**src/adc_gain_pkg.sv**
```systemverilog
`default_nettype none

package adc_gain_pkg;

  localparam int REG_ADDR_W = 8;
  localparam int GAIN_W = 12;

  // special function register addresses of the host-side ports
  localparam logic [7:0] RESULT_LOW_ADDR = 8'hbd;
  localparam logic [7:0] RESULT_HIGH_ADDR = 8'hbe;
  localparam logic [7:0] ADC_CONFIG_ADDR = 8'hbc;

  // indirect gain register indices
  localparam logic [7:0] GAIN_HIGH_IDX = 8'h04;
  localparam logic [7:0] GAIN_LOW_IDX = 8'h07;
  localparam logic [7:0] GAIN_ADD_IDX = 8'h08;

  // field positions
  localparam int ACCESS_EN_BIT = 0;
  localparam int OFFSET_ADD_BIT = 0;
  localparam int LOW_NIBBLE_LSB = 4;

  // reset values
  localparam logic [7:0] GAIN_HIGH_RST = 8'hfc;
  localparam logic [7:0] GAIN_LOW_RST = 8'h00;
  localparam logic GAIN_ADD_RST = 1'b1;
  localparam logic [7:0] CONFIG_RST = 8'h00;
  localparam logic [7:0] INDEX_RST = 8'h00;

  // index register has 3 meaningful slots; beyond is ignored
  localparam int GAIN_SLOTS = 3;

  typedef enum logic [1:0] {
    SLOT_HIGH,
    SLOT_LOW,
    SLOT_ADD,
    SLOT_NONE
  } gain_slot_type;

endpackage : adc_gain_pkg

`default_nettype wire

```
**src/gain_reg_store.sv**
```systemverilog
`default_nettype none

module gain_reg_store
  import adc_gain_pkg::*;
(
  input wire logic sys_clk_i,
  input wire logic reset_n_i,
  input wire logic wr_en_i,
  input wire gain_slot_type wr_slot_i,
  input wire logic [7:0] wr_data_i,
  output logic [7:0] gain_high_o,
  output logic [7:0] gain_low_o,
  output logic gain_add_o
);

  typedef struct packed {
    logic [7:0] high;
    logic [7:0] low;
    logic add;
  } store_type;

  store_type st_ff;
  store_type nxt_st;

  always_comb
  begin
    nxt_st = st_ff;
    if (wr_en_i)
    begin
      unique case (wr_slot_i)
        SLOT_HIGH: nxt_st.high = wr_data_i;
        SLOT_LOW: nxt_st.low = wr_data_i;
        SLOT_ADD: nxt_st.add = wr_data_i[OFFSET_ADD_BIT];
        SLOT_NONE: nxt_st = st_ff;
      endcase
    end
  end

  always_ff @(posedge sys_clk_i or negedge reset_n_i)
  begin
    if (!reset_n_i)
    begin
      st_ff <= '{high: GAIN_HIGH_RST, low: GAIN_LOW_RST, add: GAIN_ADD_RST};
    end
    else
    begin
      st_ff <= nxt_st;
    end
  end

  assign gain_high_o = st_ff.high;
  assign gain_low_o = st_ff.low;
  assign gain_add_o = st_ff.add;

endmodule // gain_reg_store

`default_nettype wire

```
**src/adc_gain_indirect_regs.sv**
```systemverilog
`default_nettype none

////////////////////////////////////////////////////////////////////////////////
// Behaviour
// - gain word is high byte then low register bits 7..4.
// - effective gain is word/4096 plus 1/64 when offset-add set.
// - access-enable bit 0 of config steers result ports to gain regs.
// - high-port write selects gain register; low-port write loads data.
// - gain registers are write-only; reads never return their contents.
// - indices 0x04 high byte, 0x07 low nibble, 0x08 offset-add.
module adc_gain_indirect_regs
  import adc_gain_pkg::*;
(
  input wire logic sys_clk_i,
  input wire logic reset_n_i,
  input wire logic [REG_ADDR_W-1:0] reg_addr_i,
  input wire logic reg_wr_i,
  input wire logic reg_rd_i,
  input wire logic [7:0] reg_wdata_i,
  output logic [7:0] reg_rdata_o,
  input wire logic [15:0] conv_result_i,
  output logic gain_access_enable_o,
  output logic [GAIN_W-1:0] gain_word_o,
  output logic gain_offset_add_o,
  output logic [GAIN_W:0] gain_scaled_o
);

  typedef struct packed {
    logic [7:0] config_reg;
    logic [7:0] index;
    logic [7:0] rdata;
  } state_type;

  state_type st_ff;
  state_type nxt_st;
  logic access_en;
  logic store_wr;
  gain_slot_type slot;
  logic [7:0] gh;
  logic [7:0] gl;
  logic ga;

  ////////////////////////////////////////////////////////////////////////////
  // index decode
  function automatic gain_slot_type decode_index(input logic [7:0] idx);
    gain_slot_type s;
    s = SLOT_NONE;
    if (idx == GAIN_HIGH_IDX)
      s = SLOT_HIGH;
    else if (idx == GAIN_LOW_IDX)
      s = SLOT_LOW;
    else if (idx == GAIN_ADD_IDX)
      s = SLOT_ADD;
    return s;
  endfunction

  assign access_en = st_ff.config_reg[ACCESS_EN_BIT];
  assign slot = decode_index(st_ff.index);
  assign store_wr = access_en && reg_wr_i && (reg_addr_i == RESULT_LOW_ADDR)
                    && (slot != SLOT_NONE);

  gain_reg_store u_store (
    .sys_clk_i(sys_clk_i),
    .reset_n_i(reset_n_i),
    .wr_en_i(store_wr),
    .wr_slot_i(slot),
    .wr_data_i(reg_wdata_i),
    .gain_high_o(gh),
    .gain_low_o(gl),
    .gain_add_o(ga)
  );

  ////////////////////////////////////////////////////////////////////////////
  always_comb
  begin
    nxt_st = st_ff;
    if (reg_wr_i)
    begin
      if (reg_addr_i == ADC_CONFIG_ADDR)
        nxt_st.config_reg = reg_wdata_i;
      else if (access_en && reg_addr_i == RESULT_HIGH_ADDR)
        nxt_st.index = reg_wdata_i;
    end
    if (reg_rd_i)
    begin
      unique case (reg_addr_i)
        ADC_CONFIG_ADDR: nxt_st.rdata = st_ff.config_reg;
        // in gain mode high port reads back the index and low port reads zero; result otherwise
        RESULT_HIGH_ADDR:
          nxt_st.rdata = access_en ? st_ff.index : conv_result_i[15:8];
        RESULT_LOW_ADDR:
          nxt_st.rdata = access_en ? 8'h00 : conv_result_i[7:0];
        default: nxt_st.rdata = 8'h00;
      endcase
    end
  end

  always_ff @(posedge sys_clk_i or negedge reset_n_i)
  begin
    if (!reset_n_i)
    begin
      st_ff <= '{config_reg: CONFIG_RST, index: INDEX_RST, rdata: 8'h00};
    end
    else
    begin
      st_ff <= nxt_st;
    end
  end

  ////////////////////////////////////////////////////////////////////////////
  assign reg_rdata_o = st_ff.rdata;
  assign gain_access_enable_o = access_en;
  assign gain_word_o = {gh, gl[7:LOW_NIBBLE_LSB]};
  assign gain_offset_add_o = ga;
  // gain in 1/4096 units; 1/64 is 64 units
  assign gain_scaled_o = {1'b0, gain_word_o} + (ga ? 13'h0040 : 13'h0000);

endmodule // adc_gain_indirect_regs

`default_nettype wire

```
**config.mk**
```make
export PLATFORM = sky130hd
export DESIGN_NAME = adc_gain_indirect_regs
export DESIGN_NICKNAME = d
export VERILOG_FILES = /design/src/adc_gain_pkg.sv /design/src/gain_reg_store.sv /design/src/adc_gain_indirect_regs.sv
export SDC_FILE = /design/constraint.sdc
export NUM_CORES = 1
export LEC_CHECK = 0
export BUFFER_PORTS_ARGS = -buffer_cell sky130_fd_sc_hd__buf_2
export CORE_MARGIN = 2
export CORE_UTILIZATION = 49
export CTS_CLUSTER_SIZE = 24
export DETAILED_ROUTE_END_ITERATION = 6
export HOLD_SLACK_MARGIN = 0.15
export PLACE_DENSITY = 0.8
export REMOVE_ABC_BUFFERS = 1
export SLEW_MARGIN = 20
export SYNTH_ARGS = -nofsm -noshare
export SYNTH_HDL_FRONTEND = slang
export SYNTH_SLANG_ARGS = --single-unit
```
**constraint.sdc**
```tcl
create_clock -name sys_clk_i -period 2.4 [get_ports sys_clk_i]
set_input_delay 0.48 -clock sys_clk_i [delete_from_list [all_inputs] [get_ports sys_clk_i]]
set_output_delay 0.48 -clock sys_clk_i [all_outputs]
set_load 0.02 [all_outputs]
```
# Word level (Yosys, flattened, before mapping)

Cells that the tools add are included.

Word-level logic and storage cells: 34
Input bits: 36
Output and inout port bits: 35
Register bits after elaboration: 41

Muxes and demuxes: 7
Bitwise operators: 1
Add/subtract/negate cells: 1
Equal/unequal tests: 9
Reductions and logical operators: 10

Operators with widths:

| cell                                                 | count |
|---|---|
| equality test 8 bit (second input constant)          | 3 |
| one-hot mux 8 bit (3 select lines)                   | 1 |
| equality test 8 x 3 -> 1 bit (second input constant) | 2 |
| 2-to-1 mux 8 bit                                     | 2 |
| adder 12 x 7 -> 13 bit                               | 1 |
| equality test 8 x 4 -> 1 bit (second input constant) | 1 |
| AND reduction 2 bit                                  | 4 |
| 2-to-1 mux 7 bit                                     | 1 |
| logical AND 1 bit                                    | 4 |
| 2-to-1 mux 2 bit                                     | 2 |
| AND reduction 3 bit                                  | 1 |
| equality test 2 x 1 -> 1 bit (second input constant) | 1 |
| equality test 2 bit (second input constant)          | 1 |
| zero test 2 bit                                      | 1 |
| != test 2 bit (second input constant)                | 1 |
| 2-to-1 mux 1 bit                                     | 1 |
| NOT 1 bit                                            | 1 |

# Depth between registers and ports, before layout

Gate-level depths: netlist (run 1).

Depth after elaboration: 7
Mapped depth: 6
Gate-level depth less buffers: 4

# Modules after synthesis

From an unflattened synthesis (run 1), not the netlist that was laid out.

Cell total of the unflattened synthesis: 174
Area total of the unflattened synthesis: 2220.9 sq um

Modules (own cells, without submodules):

| module                 | times used | seq. area each (sq um) | cells each | area each (sq um) |
|---|---|---|---|---|
| adc_gain_indirect_regs | 1          | 600.6                  | 137        | 1557.7 |
| gain_reg_store         | 1          | 434.2                  | 37         | 663.1 |

# Worst setup path before layout (run 1)

Ideal clock, no wire load.

Path type: input to register
Start: in reg_addr_i[6]
End: reg st_ff, in the netlist gain_access_enable_o
Library setup time: 0.125 ns
Data arrival time: 1.795 ns
Path buffers: 0
Setup slack: 0.481 ns
Required time: 2.275 ns
Cell stages on the path: 4
Path through: nand2b_1 or2_1 nor4b_4 mux2_2

Longest elaborated chain between the ends: 2

Ends and longest elaborated chain:

| what                                 | RTL line                      | text |
|---|---|---|
| from (decl)                          | adc_gain_indirect_regs.sv:16  | `input wire logic [REG_ADDR_W-1:0] reg_addr_i,` |
| equality test 8 bit                  | adc_gain_indirect_regs.sv:79  | `if (reg_addr_i == ADC_CONFIG_ADDR)` |
| AND reduction 2 bit (no source line) | n/a                           |  |
| to (signal assigned)                 | adc_gain_indirect_regs.sv:102 | `st_ff <= '{config_reg: CONFIG_RST, index: INDEX_RST, rdata: 8'h00};` |
| to (signal assigned)                 | adc_gain_indirect_regs.sv:106 | `st_ff <= nxt_st;` |
| to (decl)                            | adc_gain_indirect_regs.sv:34  | `state_type st_ff;` |

No other way between the ends.
A chain may end at the register's enable or synchronous reset.

# Worst setup path in the final report (run 1)

Start: reg u_store.st_ff, in the netlist u_store.gain_high_o[2]
End: out gain_scaled_o[10]

Longest elaborated chain between the ends: 1

Ends and longest elaborated chain:

| what                   | RTL line                      | text |
|---|---|---|
| from (decl)            | gain_reg_store.sv:22          | `store_type st_ff;` |
| from (signal assigned) | gain_reg_store.sv:43          | `st_ff <= '{high: GAIN_HIGH_RST, low: GAIN_LOW_RST, add: GAIN_ADD_RST};` |
| from (signal assigned) | gain_reg_store.sv:47          | `st_ff <= nxt_st;` |
| adder 12 x 7 -> 13 bit | adc_gain_indirect_regs.sv:116 | `assign gain_scaled_o = {1'b0, gain_word_o} + (ga ? 13'h0040 : 13'h0000);` |
| to (decl)              | adc_gain_indirect_regs.sv:25  | `output logic [GAIN_W:0] gain_scaled_o` |

No other way between the ends.

==> qor.txt, run 1 <==
status: complete, no violations
sequential-to-total area share from yosys stat: 0.490
register area: 935 um2
Pins Over Slew Limit: 0
synthesized cell area: 1910 um2
CP max FO: 3
Tmin final: 2.15 ns
area share of the largest cell type after synthesis: 0.393
WL final: 3970 um
cell mode on critical path: ha_1
Crit path depth: 5
worst vdd ir: 0.000411 V
clk sinks: 37
Area Growth Syn to Fin: 21.1%
Ys Warns: 0
Multi-input gate area: 838 um2
gr usage total: 0.206
clock skew: 0.00974 ns
Hold WC Path Type: primary input to async pin
share of layout cells above drive strength 1: 0.560
routed wire length per instance: 15.0 um
Fmax: 0.464 GHz
RSZ-0062 raised after global routing: no
Area contributors post-synth: dfrtp_1 39%, mux2_2 17%, dfstp_2 9.6%
count of cell types in the netlist: 34
IO buf count: 70
hold_buf cts: 0
Slew headroom: 0.471
die height: 66.4 um
Via density: 5.34
crit path kind: flop to output pin
CP Capture Type: output pin
post-cts repair resize count: 0
Yosys reg bits: 37
clock latency on the worst-skew pair: 0.29 ns
most frequent cells in the layout: 70 x buf_2, 30 x dfrtp_1, 28 x mux2_2, 11 x nor2_1
grt total ovfl: 0
CP max stage delay: 0.54 ns
cell family with most CP delay: flip-flops
H-tree levels: 2
Starting Density: 0.513
Fillers: 329
final setup vio count: 0
max cap viols: 0
nets@finish: 253
largest net degree at the start of global routing: 38
Yosys top cell by area: dfrtp_1
CP bufs+invs: 1
vias in the first global route: 1,464
Clk pin slew, worst setup/hold paths: 0.08 ns
Synth Instances: 154
CTS max path bufs: 2
clock tree root buffer cell: clkbuf_8
ANT nets after route: 0
vias: 1,410
CTS Buf Count: 5
Post-Syn Area per Cell: 12.4 um2
R2R depth: 4
setup TNS: 0 ns
DR pass1 iterations: 4
antenna violations before repair: 0
die width: 66.4 um
slew at the pin closest to its max-slew limit: 0.794 ns
CTS tree: done
WP data arrival: 1.67 ns
crit-path cells: ha_1 -> ha_1 -> nand3_1 -> xnor2_1 -> buf_2
gpl congestion: 0.743
CP Launch Type: flop
Pwr Density: 508 nW/um2
drt drc: 0
Ports: 71
commonest non-fill, non-tap cell in the layout: buf_2
Std-Cell Rows: 22
LEAKAGE: 1.21 nW
period utilization: 0.897
DRC marker count from the first detailed-route iteration: 73
first-pass GRT wire length: 6780 um
core area: 3720 um2
fin area: 2310 um2
Crit-path slowest cell: dfstp_2
hpwl dp: 3030 um
placed cell area: 2220 um2
diode count: 0
Post-CTS Setup Inserts: 0
final hold violation count: 0
Crit path required time: 1.92 ns
die area: 4410 um2
-- power by group --
part	internal (W)	switching [W]
Clock	0.000233	0.000212
Sequential	0.000631	0.00000401
Combinational	0.0000404	0.0000535
Total	0.000905	0.000270
-- registers in the layout, summed over array words and instances (netlist names) --
signal	count
gain_access_enable_o	1
reg_rdata_o	8
st_ff	15
u_store.gain_add_o	1
u_store.gain_high_o	8
u_store.gain_low_o	4
-- logic make-up after synthesis --
group	after synthesis	synth area share
AOI/OAI and AO/OA	18	0.0787
adders and majority gates	2	0.0131
buffers and inverters	22	0.0708
muxes	36	0.208
DFF	37	0.490
and+or+nand+nor	35	0.121
xor gates and xnor gates	4	0.0184
-- final timing paths --
check                                       start                      to  slack, ns
max                        u_store.gain_high_o[2]       gain_scaled_o[10]       0.25
min                                     reset_n_i          reg_rdata_o[4]       0.27
max reg2reg                             st_ff[15]  u_store.gain_high_o[0]       0.43
min reg2reg                        reg_rdata_o[0]          reg_rdata_o[0]       0.50
max in group asynchronous               reset_n_i   u_store.gain_low_o[5]       1.61
min in group sys_clk_i           conv_result_i[4]          reg_rdata_o[4]       0.42
-- routing by layer --
layer,track usage,routed length [um],vias up
li1,-,-,674
met2,0.329,1750,64
met4,0.0689,61,0
met1,0.262,1810,666
met5,0,0,-
met3,0.0681,347,6
-- per-stage QoR --
| step | power (W) | setup WS, ns | hold slack (ns) | utilization | cells |
|---|---|---|---|---|---|
| 4_1_cts | 0.00120 | 0.216 | 0.297 | 0.622 | 264 |
| 6_report | 0.00117 | 0.246 | 0.268 | 0.622 | 264 |
| 3_3_place_gp | 0.000740 | 0.261 | 0.474 | 0.597 | 256 |
| 2_1_floorplan | 0.000679 | 0.481 | 0.184 | - | 135 |
| 3_5_place_dp | 0.000742 | 0.210 | 0.477 | 0.597 | 256 |
| 5_1_grt | 0.00124 | 0.0666 | 0.345 | 0.622 | 264 |
-- cells in the mapped netlist, drive strengths merged --
cell type / number
dfrtp: 30
mux2: 29
buf: 15
nor2: 11
a211oi: 7
a221o: 7
dfstp: 7
mux2i: 7
nand3: 7
clkbuf: 4
nand2: 3
xnor2: 3
and3: 2
ha: 2
inv: 2
nand2b: 2
nand4: 2
nor3b: 2
or4: 2
a21oi: 1
a22oi: 1
a31oi: 1
clkinv: 1
nor3: 1
nor4: 1
nor4b: 1
o2bb2ai: 1
or2: 1
xor2: 1
-- area by class of cell --
cell class	count	share of cell area
flip-flops and latches	37	0.404
multi-input cells	95	0.363
repair buffers	73	0.161
clock buffers	7	0.0374
well taps	48	0.0260
inverters	3	0.00487
clock inverters	1	0.00325
-- worst register-to-register path: cells and delay by family, from the launching register on --
kind / cells / cell delay (ns)
DFF: 1 / 0.40
muxes: 1 / 0.34
and+or+nand+nor: 3 / 1.11
Power figures use the tool's default switching activity.
==> run 2: changes to the inputs <==
- ABC_AREA: unset -> 1
- CORE_UTILIZATION: 49 -> 50
- PLACE_DENSITY: 0.8 -> 0.79
- SETUP_SLACK_MARGIN: unset -> 0.4
==> run 2 against run 1 <==
Combinational power is 46% higher. Core utilization fell by 0.80 points. Count of clock-buffer cells in the layout decreased by 1. Hold slack improved by 0.0085 ns. Maximum frequency is 4.4% higher. Non-clock buffer count up 2. Critical endpoint is now gain_scaled_o[12]. Largest cell class is now multi-input combinational cells.
==> qor.txt, run 2 <==
share of layout cells above drive strength 1: 0.334
core area: 4290 um2
most frequent cells after synthesis: 111 x nand2_1, 34 x nand3_1, 30 x dfrtp_1, 21 x nand4_1, 14 x buf_4
Pwr Density: 459 nW/um2
Synth Instances: 277
metal3 WL: 199 um
WL final: 5280 um
CTS tree: done
top-count cell post-synth: nand2_1
Async S/R FF share, synth: 1.00
flop-to-flop setup slack: 0.92 ns
RSZ-0062 raised after global routing: yes
Pwr Total: 0.00121 W
CTS Buf Count: 5
count of cell types in the netlist: 30
H-tree levels: 2
vias in the first global route: 1,935
Post-Place Cells: 379
Starting Density: 0.509
DR pass1 iterations: 4
gpl congestion: 0.868
CP Capture Type: output pin
commonest non-fill, non-tap cell in the layout: nand2_1
largest net degree at the start of global routing: 38
top routing layer in use: met4
max cap viols: 0
Tmin final: 2.06 ns
gr usage total: 0.230
Pins Over Slew Limit: 0
R2R Path End: u_store.gain_high_o[1]
Most flops, register: st_ff
Largest register FFs: 15
Clk pin slew, worst setup/hold paths: 0.07 ns
Slew headroom: 0.451
IO buf count: 70
vias: 2,016
met2 WL post-DR: 2680 um
slew at the pin closest to its max-slew limit: 0.824 ns
clock skew: 0.00658 ns
synthesized cell area: 2180 um2
hpwl dp: 3890 um
period utilization: 0.860
die width: 70.1 um
Hold WC Path Type: primary input to async pin
sequential-to-total area share from yosys stat: 0.428
most frequent cells in the layout: 111 x nand2_1, 66 x buf_2, 32 x nand3_1, 30 x dfrtp_1, 21 x nand4_1
Post-synth EDFFs: 0
DRC marker count from the first detailed-route iteration: 133
CP max FO: 2
LEAKAGE: 1.51 nW
Ys Warns: 0
Area Growth Syn to Fin: 20.7%
Non-Filler Instances: 390
status: complete, no violations
die height: 70.1 um
first-pass GRT wire length: 8850 um
Multi-input gate area: 1110 um2
Yosys reg bits: 37
final hold violation count: 0
nets@finish: 375
crit path kind: flop to output pin
Crit path required time: 1.92 ns
Fillers: 396
drt drc: 0
WHS: 0.276 ns
routed wire length per instance: 13.5 um
clk sinks: 37
ANT nets after route: 0
area share of the largest cell type after synthesis: 0.344
antenna violations before repair: 0
diode count: 0
worst r2r src: gain_access_enable_o
setup TNS: 0 ns
clock tree root buffer cell: clkbuf_8
Yosys top cell by area: dfrtp_1
final setup vio count: 0
die area: 4910 um2
Ports: 71
R2R depth: 5
Fmax: 0.484 GHz
hold_buf cts: 0
WP data arrival: 1.58 ns
clock latency on the worst-skew pair: 0.30 ns
worst vdd ir: 0.000297 V
register area: 935 um2
CP Launch Type: flop
Area contributors post-synth: dfrtp_1 34%, nand2_1 19%, dfstp_2 8.4%
met1 WL: 2330 um
grt total ovfl: 0
CTS max path bufs: 2
Std-Cell Rows: 24
Post-Syn Area per Cell: 7.89 um2
Via density: 5.17
top_reg_cell synth: dfrtp_1
==> run 2: cell types whose count changed in the layout (fill, tap and decap cells not counted), sizes merged, moves of 3 or more <==
| cell | change |
|---|---|
| o21ai | +9 |
| nand3 | +29 |
| a221o | -7 |
| a211oi | -7 |
| inv | +8 |
| xnor2 | -3 |
| nor3 | +4 |
| nand4 | +19 |
| xor2 | +3 |
| nand2 | +113 |
| mux2i | -7 |
| mux2 | -29 |
==> run 2: power by group <==
part / total, W / leakage (nW) / internal (W) / switching (W)
Clock: 0.000421 / 0.0450 / 0.000201 / 0.000220
Sequential: 0.000652 / 0.484 / 0.000638 / 0.0000138
Combinational: 0.000137 / 0.985 / 0.0000430 / 0.0000942
Total: 0.00121 / 1.51 / 0.000882 / 0.000328
==> run 2: worst max-delay path, cell delays in order (launching register included) <==
cell and delay, ns:
dfstp_2 0.57, ha_4 0.17, ha_4 0.16, nand3_4 0.07, nor3b_2 0.16, buf_4 0.16
==> run 2: repair_timing <==
action,in CTS,in global routing
pin swaps,4,4
gates resized for setup,14,1
buffers inserted,2,1
setup endpoints to repair,4,4
endpoints found under the hold margin,0,0
==> run 2: worst max path at each step <==
| stage | startpoint | to | slack, ns | cells after the start |
|---|---|---|---|---|
| after floorplan | u_store.gain_high_o[2] | gain_scaled_o[12] | 0.35 | 4 |
| after global placement | reg_addr_i[1] | st_ff[10] | 0.59 | 7 |
| after detailed placement | u_store.gain_high_o[2] | gain_scaled_o[11] | 0.53 | 5 |
| after CTS | u_store.gain_add_o | gain_scaled_o[11] | 0.29 | 5 |
| after global routing | u_store.gain_high_o[2] | gain_scaled_o[11] | 0.26 | 5 |
| final | u_store.gain_high_o[2] | gain_scaled_o[12] | 0.34 | 5 |
==> run 2: area by class of cell <==
class	count	share of cell area
Inverter	11	0.0157
Sequential cell	37	0.355
Clock inverter	2	0.00380
Timing Repair Buffer	75	0.151
Multi-Input combinational cell	207	0.423
Clock buffer	6	0.0275
Tap cell	52	0.0247
==> run 2: layer usage <==
metal	vias up	track usage
li1	1025	-
met5	-	0
met2	44	0.369
met1	939	0.305
met4	0	0.0897
met3	8	0.0505
==> run 2: cells by family (layout without fill, tap and decap cells) <==
group	count (synthesis)	count (layout)	share of synthesized area
xor+xnor	4	4	0.0160
compound gates	10	10	0.0229
simple gates	191	191	0.430
buf+inv	33	94	0.0922
fa+ha+maj	2	2	0.0115
flops	37	37	0.428
==> run 2: stage by stage <==
stage	util	setup slack, ns	cell area, um2
final	0.614	0.336	2640
after CTS	0.612	0.293	2630
after global routing	0.614	0.261	2640
after global placement	0.572	0.589	2450
after detailed placement	0.572	0.529	2450
after floorplan	-	0.350	2020
